## src/shared/flash_host_pkg.sv

```systemverilog
// Constants and types shared by the flash status host controller
package flash_host_pkg;
  localparam int CLK_MHZ = 10;
  localparam int ADDR_W = 20;
  localparam int DATA_W = 16;
  localparam int REG_AW = 4;
  // Bus timing in ns, converted to clock cycles (least times round up)
  localparam int T_STROBE_NS = 100;
  localparam int T_ACCESS_NS = 120;
  localparam int T_STROBE_CYC = (T_STROBE_NS * CLK_MHZ + 999) / 1000;
  localparam int T_ACCESS_CYC = (T_ACCESS_NS * CLK_MHZ + 999) / 1000;
  localparam logic [7:0] STROBE_CYC = 8'(T_STROBE_CYC < 1 ? 1 : T_STROBE_CYC);
  localparam logic [7:0] ACCESS_CYC = 8'(T_ACCESS_CYC < 1 ? 1 : T_ACCESS_CYC);
  localparam logic [7:0] GAP_CYC = 8'h01;
  // Status bit positions on the flash data bus
  localparam int BIT_POLL = 7;
  localparam int BIT_BUSY = 6;
  localparam int BIT_FAIL = 5;
  localparam int BIT_WIN = 3;
  localparam int BIT_SECT = 2;
  // Host register offsets
  localparam logic [REG_AW-1:0] OFF_CTRL = 4'h0;
  localparam logic [REG_AW-1:0] OFF_ADDR = 4'h1;
  localparam logic [REG_AW-1:0] OFF_WDATA = 4'h2;
  localparam logic [REG_AW-1:0] OFF_RDATA = 4'h3;
  localparam logic [REG_AW-1:0] OFF_STAT = 4'h4;
  // CTRL fields
  localparam int CTRL_GO_WR = 0;
  localparam int CTRL_GO_RD = 1;
  localparam int CTRL_GO_POLL = 2;
  // STAT fields
  localparam int ST_BUSY = 0;
  localparam int ST_TOGGLE = 1;
  localparam int ST_FAIL = 2;
  localparam int ST_WIN = 3;
  localparam int ST_SECT = 4;
  localparam int ST_RDY = 5;
  localparam int ST_DONE = 6;
  localparam logic [DATA_W-1:0] ZERO_W = 16'h0000;
  // Automatic poll, refusal and reset command
  localparam int CTRL_GO_AUTO = 3;
  localparam int ST_REFUSED = 7;
  localparam int ST_STUCK = 8;
  localparam int ST_LOST = 9;
  localparam logic [REG_AW-1:0] OFF_POLLS = 4'h5;
  localparam logic [7:0] POLL_MAX = 8'h40;
  localparam logic [DATA_W-1:0] CMD_RESET = 16'h00F0;
  typedef enum logic [1:0] {OP_WRITE, OP_READ} bus_op_t;
endpackage : flash_host_pkg

```

## src/shared/cyc_if.sv

```systemverilog
// Request and answer bundle between the controller and its pin sequencer
`timescale 1ns/1ps
interface cyc_if;
  import flash_host_pkg::*;
  logic start;
  flash_host_pkg::bus_op_t op;
  logic [ADDR_W-1:0] addr;
  logic [DATA_W-1:0] wdata;
  logic done;
  logic [DATA_W-1:0] rdata;
  modport ctl (output start, op, addr, wdata, input done, rdata);
  modport seq (input start, op, addr, wdata, output done, rdata);
endinterface : cyc_if

```

## src/rtl/flash_status_host.sv

```systemverilog
// Host controller that writes flash commands and polls status bits
// Notes on behaviour
// Busy bit toggles per read while programming
// Busy bit valid after last write rise
// Protected program: toggles about 1 us
// Busy bit toggles during erase, stops after
// All protected erase: toggles about 100 us
// Erase skips protected selected sectors
// Sector bit toggles on reads in erasing sectors
// Fail bit set on pulse limit overrun
// Host trusts fail bit only while busy
// Fail bit also on programming 0 to 1
// Host writes reset command after failure
// Window bit 0 until erase starts, then 1
// Extra sectors accepted only while window 0
// Host checks window before and after sector
// Writes ignored below lockout threshold
// Glitches under 5 ns start no write
// Write needs CS, WE low, OE high
// Power-up strobe levels give no command
// Array changes need full command sequence
// Poll bit inverse while busy, true when done
// Ready/busy pin low while algorithm runs
// Erase acceptance window lasts 50 us
// Idle reads return plain array data
`timescale 1ns/1ps
module flash_status_host
  import flash_host_pkg::*;
(
  input wire logic CLK_SYS,
  input wire logic RST,
  input wire logic CE,
  input wire logic [REG_AW-1:0] REG_ADDR,
  input wire logic [DATA_W-1:0] REG_WDATA,
  input wire logic REG_WR,
  input wire logic REG_RD,
  output logic [DATA_W-1:0] REG_RDATA,
  output logic [ADDR_W-1:0] FL_ADDR,
  input wire logic [DATA_W-1:0] FL_DQ_IN,
  output logic [DATA_W-1:0] FL_DQ_OUT,
  output logic FL_DQ_OE,
  output logic FL_CS_N,
  output logic FL_WE_N,
  output logic FL_OE_N,
  input wire logic FL_READY_BUSY_N
);
  typedef enum logic [2:0] {
    H_IDLE, H_WRITE, H_READ, H_POLL1, H_POLL2, H_WAIT, H_RESET
  } host_st_t;

  cyc_if cyc ();

  host_st_t st_q, st_d;
  logic [ADDR_W-1:0] addr_reg_q, addr_reg_d;
  logic [DATA_W-1:0] wdata_reg_q, wdata_reg_d;
  logic [DATA_W-1:0] rdata_reg_q, rdata_reg_d;
  logic [DATA_W-1:0] first_q, first_d;
  logic toggle_q, toggle_d, fail_q, fail_d, win_q, win_d;
  logic sect_q, sect_d, done_q, done_d;
  logic [DATA_W-1:0] reg_rdata_d;
  logic start_d, start_q;
  bus_op_t op_d, op_q;
  logic [2:0] rb_sync_q;
  logic rb_stable_q, rb_stable_d;
  logic auto_q;
  logic auto_d;
  logic refused_q;
  logic refused_d;
  logic [7:0] polls_q;
  logic [7:0] polls_d;
  logic stuck_q;
  logic stuck_d;
  logic lost_q;
  logic lost_d;

  assign cyc.start = start_q;
  assign cyc.op = op_q;
  assign cyc.addr = addr_reg_q;
  // Reset command after a failure replaces the software write data
  assign cyc.wdata = (st_q == H_RESET) ? CMD_RESET : wdata_reg_q;

  flash_cycle_seq u_seq (
    .clk(CLK_SYS),
    .rst(RST),
    .ce(CE),
    .req(cyc),
    .dq_in(FL_DQ_IN),
    .addr_q(FL_ADDR),
    .dq_out_q(FL_DQ_OUT),
    .dq_oe_q(FL_DQ_OE),
    .cs_n_q(FL_CS_N),
    .we_n_q(FL_WE_N),
    .oe_n_q(FL_OE_N)
  );

  // Ready/busy pin: three stages, accepted when last two agree
  always_comb begin
    rb_stable_d = rb_stable_q;
    if (rb_sync_q[1] == rb_sync_q[2]) begin
      rb_stable_d = rb_sync_q[2];
    end
  end

  always_comb begin
    st_d = st_q;
    addr_reg_d = addr_reg_q;
    wdata_reg_d = wdata_reg_q;
    rdata_reg_d = rdata_reg_q;
    first_d = first_q;
    toggle_d = toggle_q;
    fail_d = fail_q;
    win_d = win_q;
    sect_d = sect_q;
    done_d = done_q;
    start_d = 1'b0;
    op_d = op_q;
    auto_d = auto_q;
    polls_d = polls_q;
    refused_d = refused_q;
    stuck_d = stuck_q;
    lost_d = lost_q;
    if (REG_WR && (st_q == H_IDLE)) begin
      if (REG_ADDR == OFF_ADDR) begin
        addr_reg_d = ADDR_W'(REG_WDATA);
      end
      if (REG_ADDR == OFF_WDATA) begin
        wdata_reg_d = REG_WDATA;
      end
    end
    // Writes that land mid-command are dropped; flag them for software
    if (REG_WR && (st_q != H_IDLE)) begin
      if ((REG_ADDR == OFF_CTRL) || (REG_ADDR == OFF_ADDR) ||
          (REG_ADDR == OFF_WDATA)) begin
        refused_d = 1'b1;
      end
    end
    unique case (st_q)
      H_IDLE: begin
        if (REG_WR && (REG_ADDR == OFF_CTRL)) begin
          done_d = 1'b0;
          refused_d = 1'b0;
          auto_d = 1'b0;
          polls_d = 8'h00;
          stuck_d = 1'b0;
          // Each write is one bus cycle; software builds full sequences
          if (REG_WDATA[CTRL_GO_WR]) begin
            op_d = OP_WRITE;
            start_d = 1'b1;
            st_d = H_WRITE;
          end else if (REG_WDATA[CTRL_GO_RD]) begin
            op_d = OP_READ;
            start_d = 1'b1;
            st_d = H_READ;
          end else if (REG_WDATA[CTRL_GO_POLL]) begin
            op_d = OP_READ;
            start_d = 1'b1;
            st_d = H_POLL1;
          end else if (REG_WDATA[CTRL_GO_AUTO]) begin
            // Poll pairs repeat until the busy bit settles, the fail bit sets or POLL_MAX is hit
            op_d = OP_READ;
            auto_d = 1'b1;
            start_d = 1'b1;
            st_d = H_POLL1;
          end
        end
      end
      H_WRITE: begin
        if (cyc.done) begin
          done_d = 1'b1;
          st_d = H_IDLE;
        end
      end
      H_READ: begin
        if (cyc.done) begin
          rdata_reg_d = cyc.rdata;
          done_d = 1'b1;
          st_d = H_IDLE;
        end
      end
      H_POLL1: begin
        if (cyc.done) begin
          first_d = cyc.rdata;
          st_d = H_WAIT;
        end
      end
      H_WAIT: begin
        start_d = 1'b1;
        st_d = H_POLL2;
      end
      H_POLL2: begin
        if (cyc.done) begin
          rdata_reg_d = cyc.rdata;
          // Two reads compared: a flipped bit means still running
          toggle_d = first_q[BIT_BUSY] ^ cyc.rdata[BIT_BUSY];
          sect_d = first_q[BIT_SECT] ^ cyc.rdata[BIT_SECT];
          // Fail counts only while the algorithm still toggles
          fail_d = toggle_d & cyc.rdata[BIT_FAIL];
          win_d = cyc.rdata[BIT_WIN];
          // Window bit rising between the two reads: sector may be lost
          lost_d = !first_q[BIT_WIN] & cyc.rdata[BIT_WIN];
          polls_d = polls_q + 8'h01;
          if (auto_q && fail_d) begin
            // Failed algorithm: send the reset command ourselves
            op_d = OP_WRITE;
            start_d = 1'b1;
            st_d = H_RESET;
          end else if (auto_q && toggle_d && (polls_q != POLL_MAX)) begin
            // Second read serves as the first of the next pair
            first_d = cyc.rdata;
            st_d = H_WAIT;
          end else begin
            // Cap reached while the device still toggles
            if (auto_q && toggle_d) begin
              stuck_d = 1'b1;
            end
            done_d = 1'b1;
            st_d = H_IDLE;
          end
        end
      end
      H_RESET: begin
        // Device is back in read mode once this write lands
        if (cyc.done) begin
          done_d = 1'b1;
          st_d = H_IDLE;
        end
      end
      default: st_d = H_IDLE;
    endcase
  end

  always_comb begin
    reg_rdata_d = ZERO_W;
    if (REG_RD) begin
      unique case (REG_ADDR)
        OFF_ADDR: reg_rdata_d = DATA_W'(addr_reg_q);
        OFF_WDATA: reg_rdata_d = wdata_reg_q;
        OFF_RDATA: reg_rdata_d = rdata_reg_q;
        // Toggle pairs read since the last accepted CTRL write
        OFF_POLLS: reg_rdata_d = DATA_W'(polls_q);
        OFF_STAT: begin
          reg_rdata_d[ST_BUSY] = (st_q != H_IDLE);
          reg_rdata_d[ST_TOGGLE] = toggle_q;
          reg_rdata_d[ST_FAIL] = fail_q;
          reg_rdata_d[ST_WIN] = win_q;
          reg_rdata_d[ST_SECT] = sect_q;
          reg_rdata_d[ST_RDY] = rb_stable_q;
          reg_rdata_d[ST_DONE] = done_q;
          reg_rdata_d[ST_REFUSED] = refused_q;
          reg_rdata_d[ST_STUCK] = stuck_q;
          reg_rdata_d[ST_LOST] = lost_q;
        end
        default: reg_rdata_d = ZERO_W;
      endcase
    end
  end

  always_ff @(posedge CLK_SYS) begin
    if (RST) begin
      st_q <= H_IDLE;
      addr_reg_q <= '0;
      wdata_reg_q <= ZERO_W;
      rdata_reg_q <= ZERO_W;
      first_q <= ZERO_W;
      toggle_q <= 1'b0;
      fail_q <= 1'b0;
      win_q <= 1'b0;
      sect_q <= 1'b0;
      done_q <= 1'b0;
      start_q <= 1'b0;
      op_q <= OP_WRITE;
      rb_sync_q <= 3'h7;
      rb_stable_q <= 1'b1;
      REG_RDATA <= ZERO_W;
      auto_q <= 1'b0;
      polls_q <= 8'h00;
      refused_q <= 1'b0;
      stuck_q <= 1'b0;
      lost_q <= 1'b0;
    end else if (CE) begin
      st_q <= st_d;
      addr_reg_q <= addr_reg_d;
      wdata_reg_q <= wdata_reg_d;
      rdata_reg_q <= rdata_reg_d;
      first_q <= first_d;
      toggle_q <= toggle_d;
      fail_q <= fail_d;
      win_q <= win_d;
      sect_q <= sect_d;
      done_q <= done_d;
      start_q <= start_d;
      op_q <= op_d;
      rb_sync_q <= {rb_sync_q[1:0], FL_READY_BUSY_N};
      rb_stable_q <= rb_stable_d;
      REG_RDATA <= reg_rdata_d;
      auto_q <= auto_d;
      polls_q <= polls_d;
      refused_q <= refused_d;
      stuck_q <= stuck_d;
      lost_q <= lost_d;
    end
  end
endmodule : flash_status_host

```

## src/rtl/flash_cycle_seq.sv

```systemverilog
// Flash pin sequencer: one write or read cycle on the parallel bus
`timescale 1ns/1ps
module flash_cycle_seq
  import flash_host_pkg::*;
(
  input wire logic clk,
  input wire logic rst,
  input wire logic ce,
  cyc_if.seq req,
  input wire logic [DATA_W-1:0] dq_in,
  output logic [ADDR_W-1:0] addr_q,
  output logic [DATA_W-1:0] dq_out_q,
  output logic dq_oe_q,
  output logic cs_n_q,
  output logic we_n_q,
  output logic oe_n_q
);
  typedef enum logic [1:0] {S_IDLE, S_SETUP, S_PULSE, S_GAP} seq_st_t;
  seq_st_t st_q, st_d;
  logic [7:0] cnt_q, cnt_d;
  bus_op_t op_q, op_d;
  logic [ADDR_W-1:0] addr_d;
  logic [DATA_W-1:0] dq_out_d, rdata_q, rdata_d;
  logic dq_oe_d, cs_n_d, we_n_d, oe_n_d, done_q, done_d;

  assign req.done = done_q;
  assign req.rdata = rdata_q;

  always_comb begin
    st_d = st_q;
    cnt_d = cnt_q;
    op_d = op_q;
    addr_d = addr_q;
    dq_out_d = dq_out_q;
    dq_oe_d = dq_oe_q;
    cs_n_d = cs_n_q;
    we_n_d = we_n_q;
    oe_n_d = oe_n_q;
    rdata_d = rdata_q;
    done_d = 1'b0;
    unique case (st_q)
      S_IDLE: begin
        if (req.start) begin
          op_d = req.op;
          addr_d = req.addr;
          dq_out_d = req.wdata;
          dq_oe_d = (req.op == OP_WRITE);
          cs_n_d = 1'b0;
          st_d = S_SETUP;
        end
      end
      S_SETUP: begin
        // Write only with OE high, CS and WE low; pulse far above 5 ns
        if (op_q == OP_WRITE) begin
          oe_n_d = 1'b1;
          we_n_d = 1'b0;
          cnt_d = STROBE_CYC;
        end else begin
          we_n_d = 1'b1;
          oe_n_d = 1'b0;
          cnt_d = ACCESS_CYC;
        end
        st_d = S_PULSE;
      end
      S_PULSE: begin
        if (cnt_q > 8'h01) begin
          cnt_d = cnt_q - 8'h01;
        end else begin
          if (op_q == OP_READ) begin
            rdata_d = dq_in;
          end
          we_n_d = 1'b1;
          oe_n_d = 1'b1;
          cs_n_d = 1'b1;
          cnt_d = GAP_CYC;
          st_d = S_GAP;
        end
      end
      S_GAP: begin
        dq_oe_d = 1'b0;
        if (cnt_q > 8'h01) begin
          cnt_d = cnt_q - 8'h01;
        end else begin
          done_d = 1'b1;
          st_d = S_IDLE;
        end
      end
    endcase
  end

  always_ff @(posedge clk) begin
    if (rst) begin
      st_q <= S_IDLE;
      cnt_q <= 8'h00;
      op_q <= OP_WRITE;
      addr_q <= '0;
      dq_out_q <= ZERO_W;
      dq_oe_q <= 1'b0;
      cs_n_q <= 1'b1;
      we_n_q <= 1'b1;
      oe_n_q <= 1'b1;
      rdata_q <= ZERO_W;
      done_q <= 1'b0;
    end else if (ce) begin
      st_q <= st_d;
      cnt_q <= cnt_d;
      op_q <= op_d;
      addr_q <= addr_d;
      dq_out_q <= dq_out_d;
      dq_oe_q <= dq_oe_d;
      cs_n_q <= cs_n_d;
      we_n_q <= we_n_d;
      oe_n_q <= oe_n_d;
      rdata_q <= rdata_d;
      done_q <= done_d;
    end
  end
endmodule : flash_cycle_seq

```

## config.mk

```make
export PLATFORM = sky130hd
export DESIGN_NAME = flash_status_host
export DESIGN_NICKNAME = d
export VERILOG_FILES = /design/src/shared/flash_host_pkg.sv /design/src/shared/cyc_if.sv /design/src/rtl/flash_status_host.sv /design/src/rtl/flash_cycle_seq.sv
export SDC_FILE = /design/constraint.sdc
export NUM_CORES = 1
export LEC_CHECK = 0
export CAP_MARGIN = 20
export CORE_MARGIN = 2
export CORE_UTILIZATION = 60
export DETAILED_ROUTE_END_ITERATION = 12
export DONT_BUFFER_PORTS = 1
export GPL_TIMING_DRIVEN = 0
export PLACE_DENSITY = 0.76
export SETUP_SLACK_MARGIN = 0.05
export SYNTH_ARGS = -nofsm -noshare
export SYNTH_HDL_FRONTEND = slang
export SYNTH_SLANG_ARGS = --single-unit
```

## constraint.sdc

```tcl
create_clock -name CLK_SYS -period 3.88 [get_ports CLK_SYS]
set_input_delay 1.164 -clock CLK_SYS [delete_from_list [all_inputs] [get_ports CLK_SYS]]
set_output_delay 1.164 -clock CLK_SYS [all_outputs]
set_load 0.01 [all_outputs]
```

* After elaboration in Yosys (flattened, before gate mapping)
Cells that the tools add are included.
** Word-level totals
- Bits in registers :: 163
- Input port bits :: 42
- Output and inout port bits :: 56
- Word-level logic and storage cells :: 189
** Cells by class
- Add/sub/neg operators :: 2
- Magnitude comparators :: 1
- Equal/unequal tests :: 31
- Muxes and demuxes :: 76
- Bitwise logic cells :: 5
- Reductions and logical operators :: 43
** Operators with widths (number)
- $pmux 10 s5 :: 1
- $mux 16 :: 2
- $mux 8 :: 4
- $mux 1 :: 30
- $mux 3 :: 10
- $mux 7 :: 4
- $reduce_and 3->1 :: 9
- $pmux 8 s3 :: 1
- $mux 2 :: 11
- $pmux 6 s3 :: 1
- $reduce_and 6->1 :: 3
- $ne 2x2->1 const B :: 8
- $pmux 8 s2 :: 1
- $reduce_and 4->1 :: 4
- $pmux 3 s5 :: 1
- $pmux 7 s2 :: 1
- $reduce_and 7->1 :: 2
- $ne 2x1->1 const B :: 5
- $pmux 1 s2 :: 5
- $reduce_bool 2->1 :: 5
- $eq 3x3->1 const B :: 3
- $reduce_bool 3->1 :: 3
- $add 8x1->8 const B :: 1
- $eq 4x2->1 const B :: 2
- other kinds (26) :: 41

* Depth between registers and ports, before layout
Gate-level depths: netlist (run 1).
- Depth in word-level cells :: 7
- Depth in mapped cells :: 9
- Gate-level depth less buffers :: 7

* Cells and area by module
A second synthesis (run 1) with hierarchy kept.
** Unflattened totals
- Cell total of the unflattened synthesis :: 857
- Area, all modules :: 7342.0 sq um
** Modules (own cells, without submodules)
- flash_status_host :: times used 1, cells an instance 511, area each 4530.6 sq um, seq. area each 1861.8 sq um
- flash_cycle_seq :: times used 1, cells an instance 346, area each 2811.4 sq um, seq. area each 1381.3 sq um

* Worst setup path after synthesis (run 1)
Ideal clock, no wire load.
- Kind :: input to register
- Start :: input REG_ADDR[0]
- End :: register wdata_reg_q[10]
- Arrival :: 2.404 ns
- Path slack :: 1.349 ns
- Cell stages on the path :: 7
- Buffers on the path :: 3
- Path through :: buf_2 nor4b_1 and4_1 buf_4 buf_6 mux2i_1 nor2_1
** On the way
- Longest elaborated chain between the ends :: 2
** Ends and longest elaborated chain
- start: declaration :: RTL line flash_status_host.sv:33 : input wire logic [REG_AW-1:0] REG_ADDR,
- $eq 4x2->1 :: RTL line flash_status_host.sv:126 : if (REG_ADDR == OFF_WDATA) begin
- $reduce_and 3->1 (no source line)
- end signal: assignment :: RTL line flash_status_host.sv:283 : wdata_reg_q <= wdata_reg_d;
- end: declaration :: RTL line flash_status_host.sv:55 : logic [DATA_W-1:0] wdata_reg_q, wdata_reg_d;
No other way between the ends.
A chain may end at the register's enable or synchronous reset.

* Worst setup path after layout (run 1)
- Start :: input REG_ADDR[0]
- End :: register REG_RDATA[14]
** On the way
- Longest elaborated chain between the ends :: 3
- Elaborated cells on any way between the ends :: 5
- Those cells by class :: eq/ne (3); mux (2)
** Ends and longest elaborated chain
- $eq 4x2->1 or $eq 4x1->1 (tied branches) :: RTL line flash_status_host.sv:235 : unique case (REG_ADDR)
- $pmux 6 s3 * :: RTL line flash_status_host.sv:235
- $mux 16 * :: RTL line flash_status_host.sv:234 : if (REG_RD) begin
- end signal: assignment :: RTL line flash_status_host.sv:295 : REG_RDATA <= reg_rdata_d;
- end: declaration :: RTL line flash_status_host.sv:37 : output logic [DATA_W-1:0] REG_RDATA,
Mark *: on every way between the ends. The rest lies on a longest branch, timed or not.

==> flow_summary.json, run 1 <==
{
  "outcome": "finished, final reports clean",
  "unrepaired_setup_endpoints_after_global_routing": "no",
  "crit_path_cell_trace": "buf_2, buf_1, nor2_1, nor3_1, a22oi_1, nor2_1",
  "post_dp_cell_area_um2": 6930,
  "die_w_um": 110,
  "totalNegativeSetupSlack_ns": 0,
  "max_clock_freq_ghz": 0.382,
  "yosysWarnings": 0,
  "layout-drive-gt1-share_pct": 8.32,
  "post_synth.cell_area_avg_um2": 8.61,
  "core-area_um2": 10900,
  "route.detailed.vias_per_inst": 6.23,
  "layout-area-overhead-vs-synth_pct": 10.8,
  "critical-path-top-cell-by-count": "sky130_fd_sc_hd__nor2_1",
  "critical-path-max-stage-delay_ns": 0.84,
  "overflow": 0,
  "boundaryPins": 98,
  "finalCritPeriodShare_pct": 67.5,
  "slew-limit-headroom_pct": 27.7,
  "synth_ff_type": "sky130_fd_sc_hd__dfxtp_1",
  "crit_family": "simple AND/OR/NAND/NOR gates",
  "cts_resized": 0,
  "cap_viol_max_count": 0,
  "clock_path_buffers": 2,
  "route.detailed.drc": 0,
  "final_cell_mix": "sky130_fd_sc_hd__dfxtp_1, sky130_fd_sc_hd__nand2_1, sky130_fd_sc_hd__nor2_1",
  "startpoint_type": "input pin",
  "critPathCaptureType": "register",
  "synth_area_um2": 6750,
  "cts-hold-fix-buffers": 0,
  "ys_seq_elements": 157,
  "chipHeight_um": 110,
  "total_leakage_power_nw": 2.66,
  "synth_sequential_area_ratio_pct": 46.6,
  "criticalPathCategory": "in -> reg",
  "hp-class": "reg -> reg",
  "starting_density_of_the_core_pct": 62.0,
  "buffer_ports.inserted": 0,
  "seq_area_um2": 3140,
  "grt_start_max_net_pins": 17,
  "clock-skew-final_ns": 0.00491,
  "hpwl_after_detailed_placement_mm": 14.6,
  "first_global_vias": 5738,
  "antenna_found_initial": 0,
  "min_period_ns": 2.62,
  "postRouteWirelength_mm": 20.0,
  "critical_path_required_ns": 4.37,
  "fill_cells": 886,
  "powerDensity_nw_per_um2": 443,
  "synth-edff-count": 0,
  "place_congestion": 0.989,
  "finish.cell_count_without_fillers": 957,
  "cts_post_setup_buffers_inserted": 0,
  "timing.final.max_slew_violations": 0,
  "vdd_drop_max_mv": 0.357,
  "grt_first_pass_wirelength_mm": 30.4,
  "worst-slew-pin-transition_ns": 1.08,
  "multi_input_comb_area_um2": 3290,
  "num-nets-final": 855,
  "setup_viol": 0,
  "n_antenna_cell": 0,
  "ys_types": 69,
  "num_clock_sinks": 157,
  "clkLatencyLatePin_ns": 0.55,
  "clk_pin_slew_ns": 0.06,
  "first_pass_iters": 8,
  "most_common_cell_after_layout_fill_and_taps_aside": "sky130_fd_sc_hd__dfxtp_1",
  "synthArstFlopShare_pct": 0,
  "crit_slowest_cell": "sky130_fd_sc_hd__nor3_1",
  "floorplan.die_area_um2": 12100,
  "holdWs_ns": 0.461,
  "num_vias": 5961,
  "worst_ep_arrival_time_ns": 3.10,
  "postLayoutCellArea_um2": 7480,
  "post_synth_inst_count": 784,
  "post_drt_wl_per_cell_um": 20.9,
  "cts_inserted_buffers": 17,
  "final_hold_viol_count": 0,
  "cts-htree-levels": 4,
  "groute.usage.overall_pct": 34.0,
  "numPlacedInstances": 927,
  "cts_tree": "done",
  "critPathMaxFanout": 10,
  "std_cell_rows": 38,
  "final_antenna_net_count": 0,
  "cts_root_buffer": "sky130_fd_sc_hd__clkbuf_8",
  "detail_route.iter0.violations": 673,
  "critical_path_buf_inv_count": 2
}
## layer usage
layer / vias to the layer above / share of wire (%) / global-route usage [%]
met5: - / 0 / 0
met2: 304 / 47 / 54.7
met1: 2830 / 39 / 41.6
li1: 2763 / - / -
met3: 64 / 10 / 11.1
met4: 0 / 3.7 / 14.9
## cell type report
| class | instances | share of cell area (%) |
|---|---|---|
| Multi-Input combinational cell | 560 | 44.0 |
| Sequential cell | 157 | 42.0 |
| Clock buffer | 20 | 5.69 |
| Buffer | 53 | 3.48 |
| Tap cell | 140 | 2.34 |
| Clock inverter | 10 | 1.57 |
| Inverter | 17 | 0.854 |
## worst min-delay path, stage by stage, from the launching register on
cell                      delay (ns)
sky130_fd_sc_hd__dfxtp_1        0.31
sky130_fd_sc_hd__nand2_1        0.05
sky130_fd_sc_hd__a21oi_1        0.05
## path summary, 6_finish.rpt
kind                                   startpoint  slack (ns)  cells past startpoint                               to
hold / removal    u_seq.req.rdata[4]$_SDFFE_PP0P_        0.46                      2  u_seq.req.rdata[4]$_SDFFE_PP0P_
setup / recovery                      REG_ADDR[0]        1.26                      6       REG_RDATA[14]$_SDFFE_PP0P_
hold reg to reg   u_seq.req.rdata[4]$_SDFFE_PP0P_        0.46                      2  u_seq.req.rdata[4]$_SDFFE_PP0P_
setup reg to reg             st_q[2]$_SDFFE_PP0P_        1.77                      5      addr_reg_q[10]$_SDFFE_PP0P_
## sequential cells by signal, summed over array words and instances, names as in the netlist, 2 cells and up
name and cells:
REG_RDATA 16, polls_q 8, wdata_reg_q 16, addr_reg_q 16, rb_sync_q 3, u_seq.req.rdata 16, u_seq.cnt_q 8, u_seq.dq_out_q 16
rdata_reg_q 16, u_seq.addr_q 16, u_seq.st_q 2, first_q 3, st_q 3
## report_power, final
group,switching (mW),total (mW),internal (mW)
logic,0.0850,0.118,0.0325
registers,0.00635,1.63,1.62
clock network,0.657,1.57,0.909
total,0.748,3.31,2.56
## per-stage QoR
| stage | total power, mW | setup WS (ns) | utilization [%] |
|---|---|---|---|
| after detailed placement | 1.77 | 0.773 | 63.7 |
| final | 3.31 | 1.26 | 68.7 |
| after floorplan | 1.74 | 1.35 | - |
| after global routing | 3.39 | 1.16 | 68.7 |
| after CTS | 3.31 | 1.31 | 68.7 |
| after global placement | 1.77 | 0.857 | 63.7 |
## kinds of logic after synthesis
kind of cell,synth area share (%)
simple gates,21.6
compound gates,17.3
flops,46.6
buf+inv,4.80
mux,6.64
xor+xnor,1.69
fa+ha+maj,1.30
other cells,0.0556
## synthesized netlist by cell type (all sizes together), types with 4 or more instances
library cell | number | area share [%]
a211oi | 7 | 0.78
a21o | 6 | 0.67
a21oi | 72 | 5.3
a222oi | 8 | 1.2
a22o | 14 | 1.8
a22oi | 31 | 3.4
and2 | 4 | 0.37
buf | 24 | 2.2
clkbuf | 29 | 1.6
dfxtp | 157 | 47
ha | 7 | 1.3
inv | 17 | 0.95
mux2 | 6 | 1.0
mux2i | 38 | 5.6
nand2 | 130 | 7.2
nand2b | 7 | 0.65
nand3 | 12 | 0.96
nand4 | 7 | 0.65
nor2 | 112 | 6.3
nor2b | 5 | 0.46
nor3 | 16 | 1.4
nor4 | 4 | 0.59
o21ai | 7 | 0.52
or2 | 4 | 0.41
xnor2 | 5 | 0.65
xor2 | 8 | 1.0
Power figures use the tool's default switching activity.
==> inputs of run 2 (changes only) <==
==> constraint.sdc (replaced) <==
create_clock -name CLK_SYS -period 2.46 [get_ports CLK_SYS]
set_input_delay 0.738 -clock CLK_SYS [delete_from_list [all_inputs] [get_ports CLK_SYS]]
set_output_delay 0.738 -clock CLK_SYS [all_outputs]
set_load 0.01 [all_outputs]
==> flow_summary.json, run 2 (synthesized netlist as in run 1, its figures left out) <==
{
  "cts_tree": "done",
  "overflow": 0,
  "slew-limit-headroom_pct": 26.4,
  "r2r_setup_slk_ns": 0.31,
  "num_vias": 5951,
  "critical-path-max-stage-delay_ns": 0.85,
  "cts_post_setup_buffers_inserted": 0,
  "die_w_um": 110,
  "clk_pin_slew_ns": 0.06,
  "clkLatencyLatePin_ns": 0.55,
  "buffer_ports.inserted": 0,
  "min_delay_path_depth": 2,
  "cap_viol_max_count": 0,
  "finalCritPeriodShare_pct": 89.3,
  "critPathMaxFanout": 10,
  "critPathCaptureType": "register",
  "hold_end": "u_seq.req.rdata[14]$_SDFFE_PP0P_",
  "clock_path_buffers": 2,
  "setup_viol": 0,
  "place_congestion": 0.989,
  "num-nets-final": 855,
  "n_antenna_cell": 0,
  "final_antenna_net_count": 0,
  "fill_cells": 886,
  "postRouteWirelength_mm": 19.9,
  "cts_inserted_buffers": 17,
  "unrepaired_setup_endpoints_after_global_routing": "no",
  "hold_start": "FL_DQ_IN[14]",
  "worstReg2RegEnd": "addr_reg_q[14]$_SDFFE_PP0P_",
  "antenna_found_initial": 0,
  "min_period_ns": 2.20,
  "most_common_cell_after_layout_fill_and_taps_aside": "sky130_fd_sc_hd__dfxtp_1",
  "max_clock_freq_ghz": 0.455,
  "core-area_um2": 10900,
  "numPlacedInstances": 927,
  "ff2ff_path_depth": 5,
  "startpoint_type": "input pin",
  "powerDensity_nw_per_um2": 698,
  "holdWs_ns": 0.320,
  "cts_resized": 0,
  "vdd_drop_max_mv": 0.563,
  "route.detailed.drc": 0,
  "first_global_vias": 5739,
  "outcome": "finished, final reports clean",
  "starting_density_of_the_core_pct": 62.0,
  "total_leakage_power_nw": 2.66,
  "startpoint_of_the_worst_slack_reg_to_reg_timing_path": "st_q[2]$_SDFFE_PP0P_",
  "grt_start_max_net_pins": 17,
  "post_drt_wl_per_cell_um": 20.8,
  "layout-drive-gt1-share_pct": 8.32,
  "hpwl_after_detailed_placement_mm": 14.6,
  "cts-hold-fix-buffers": 0,
  "worst-slew-pin-transition_ns": 1.09,
  "cts-htree-levels": 4,
  "critical_path_required_ns": 2.94,
  "std_cell_rows": 38,
  "worst_ep_arrival_time_ns": 2.68,
  "final_cell_mix": "sky130_fd_sc_hd__dfxtp_1, sky130_fd_sc_hd__nand2_1, sky130_fd_sc_hd__nor2_1",
  "grt_first_pass_wirelength_mm": 30.4,
  "criticalPathCategory": "in -> reg",
  "num_clock_sinks": 157,
  "post_layout_power_mw": 5.22,
  "fin_util_pct": 68.7,
  "hp-class": "in -> reg",
  "layout-area-overhead-vs-synth_pct": 10.8,
  "setup_slack_of_the_critical_path_after_layout_ns": 0.264,
  "critical_path_buf_inv_count": 2,
  "chipHeight_um": 110,
  "detail_route.iter0.violations": 663,
  "timing.final.max_slew_violations": 0,
  "final_hold_viol_count": 0,
  "crit_path_cell_trace": "buf_2, buf_1, nor2_1, nor3_1, a22oi_1, nor2_1",
  "floorplan.die_area_um2": 12100,
  "cts_root_buffer": "sky130_fd_sc_hd__clkbuf_8",
  "dp_slack_ns": -0.221,
  "boundaryPins": 98,
  "groute.usage.overall_pct": 34.0,
  "clock-skew-final_ns": 0.00634,
  "crit_family": "simple AND/OR/NAND/NOR gates",
  "critical-path-top-cell-by-count": "sky130_fd_sc_hd__nor2_1",
  "route.detailed.vias_per_inst": 6.22,
  "first_pass_iters": 9,
  "crit_slowest_cell": "sky130_fd_sc_hd__nor3_1",
  "finish.cell_count_without_fillers": 957
}
run 2: stage by stage:
| stage | instance area, µm² | TNS (ns) |
|---|---|---|
| floorplan | 6760 | 0 |
| global placement | 6930 | -2.38 |
| detailed placement | 6930 | -2.67 |
| CTS | 7480 | 0 |
| global route | 7480 | 0 |
| finish | 7480 | 0 |
run 2: cell type report:
class | count | area, µm² | share of cell area, %
Clock buffer | 20 | 425 | 5.69
Clock inverter | 10 | 118 | 1.57
Multi-Input combinational cell | 560 | 3290 | 44.0
Buffer | 53 | 260 | 3.48
Inverter | 17 | 63.8 | 0.854
Tap cell | 140 | 175 | 2.34
Sequential cell | 157 | 3140 | 42.0
run 2: how the worst max path moves through the flow:
| stage | from | endpoint | slack (ns) | depth (start not counted) |
|---|---|---|---|---|
| 2_1_floorplan | REG_ADDR[0] | wdata_reg_q[10]$_SDFFE_PP0P_ | 0.35 | 7 |
| 6_report | REG_ADDR[0] | REG_RDATA[14]$_SDFFE_PP0P_ | 0.26 | 6 |
| 5_1_grt | REG_ADDR[0] | REG_RDATA[14]$_SDFFE_PP0P_ | 0.17 | 6 |
| 4_1_cts | REG_ADDR[0] | REG_RDATA[14]$_SDFFE_PP0P_ | 0.32 | 6 |
| 3_3_place_gp | REG_ADDR[1] | addr_reg_q[15]$_SDFFE_PP0P_ | -0.14 | 6 |
| 3_5_place_dp | REG_ADDR[0] | REG_RDATA[12]$_SDFFE_PP0P_ | -0.22 | 6 |
run 2: report_power, final:
part	switching, mW	total, mW	internal [mW]
Combinational	0.134	0.185	0.0513
Sequential	0.0101	2.56	2.55
Clock	1.03	2.47	1.43
run 2: layer usage:
layer	up-vias	global-route usage, %	wire length, µm
met4	0	14.9	631
met5	-	0	0
li1	2773	-	-
met3	54	11.2	1890
met2	279	54.7	9440
met1	2845	41.5	7990
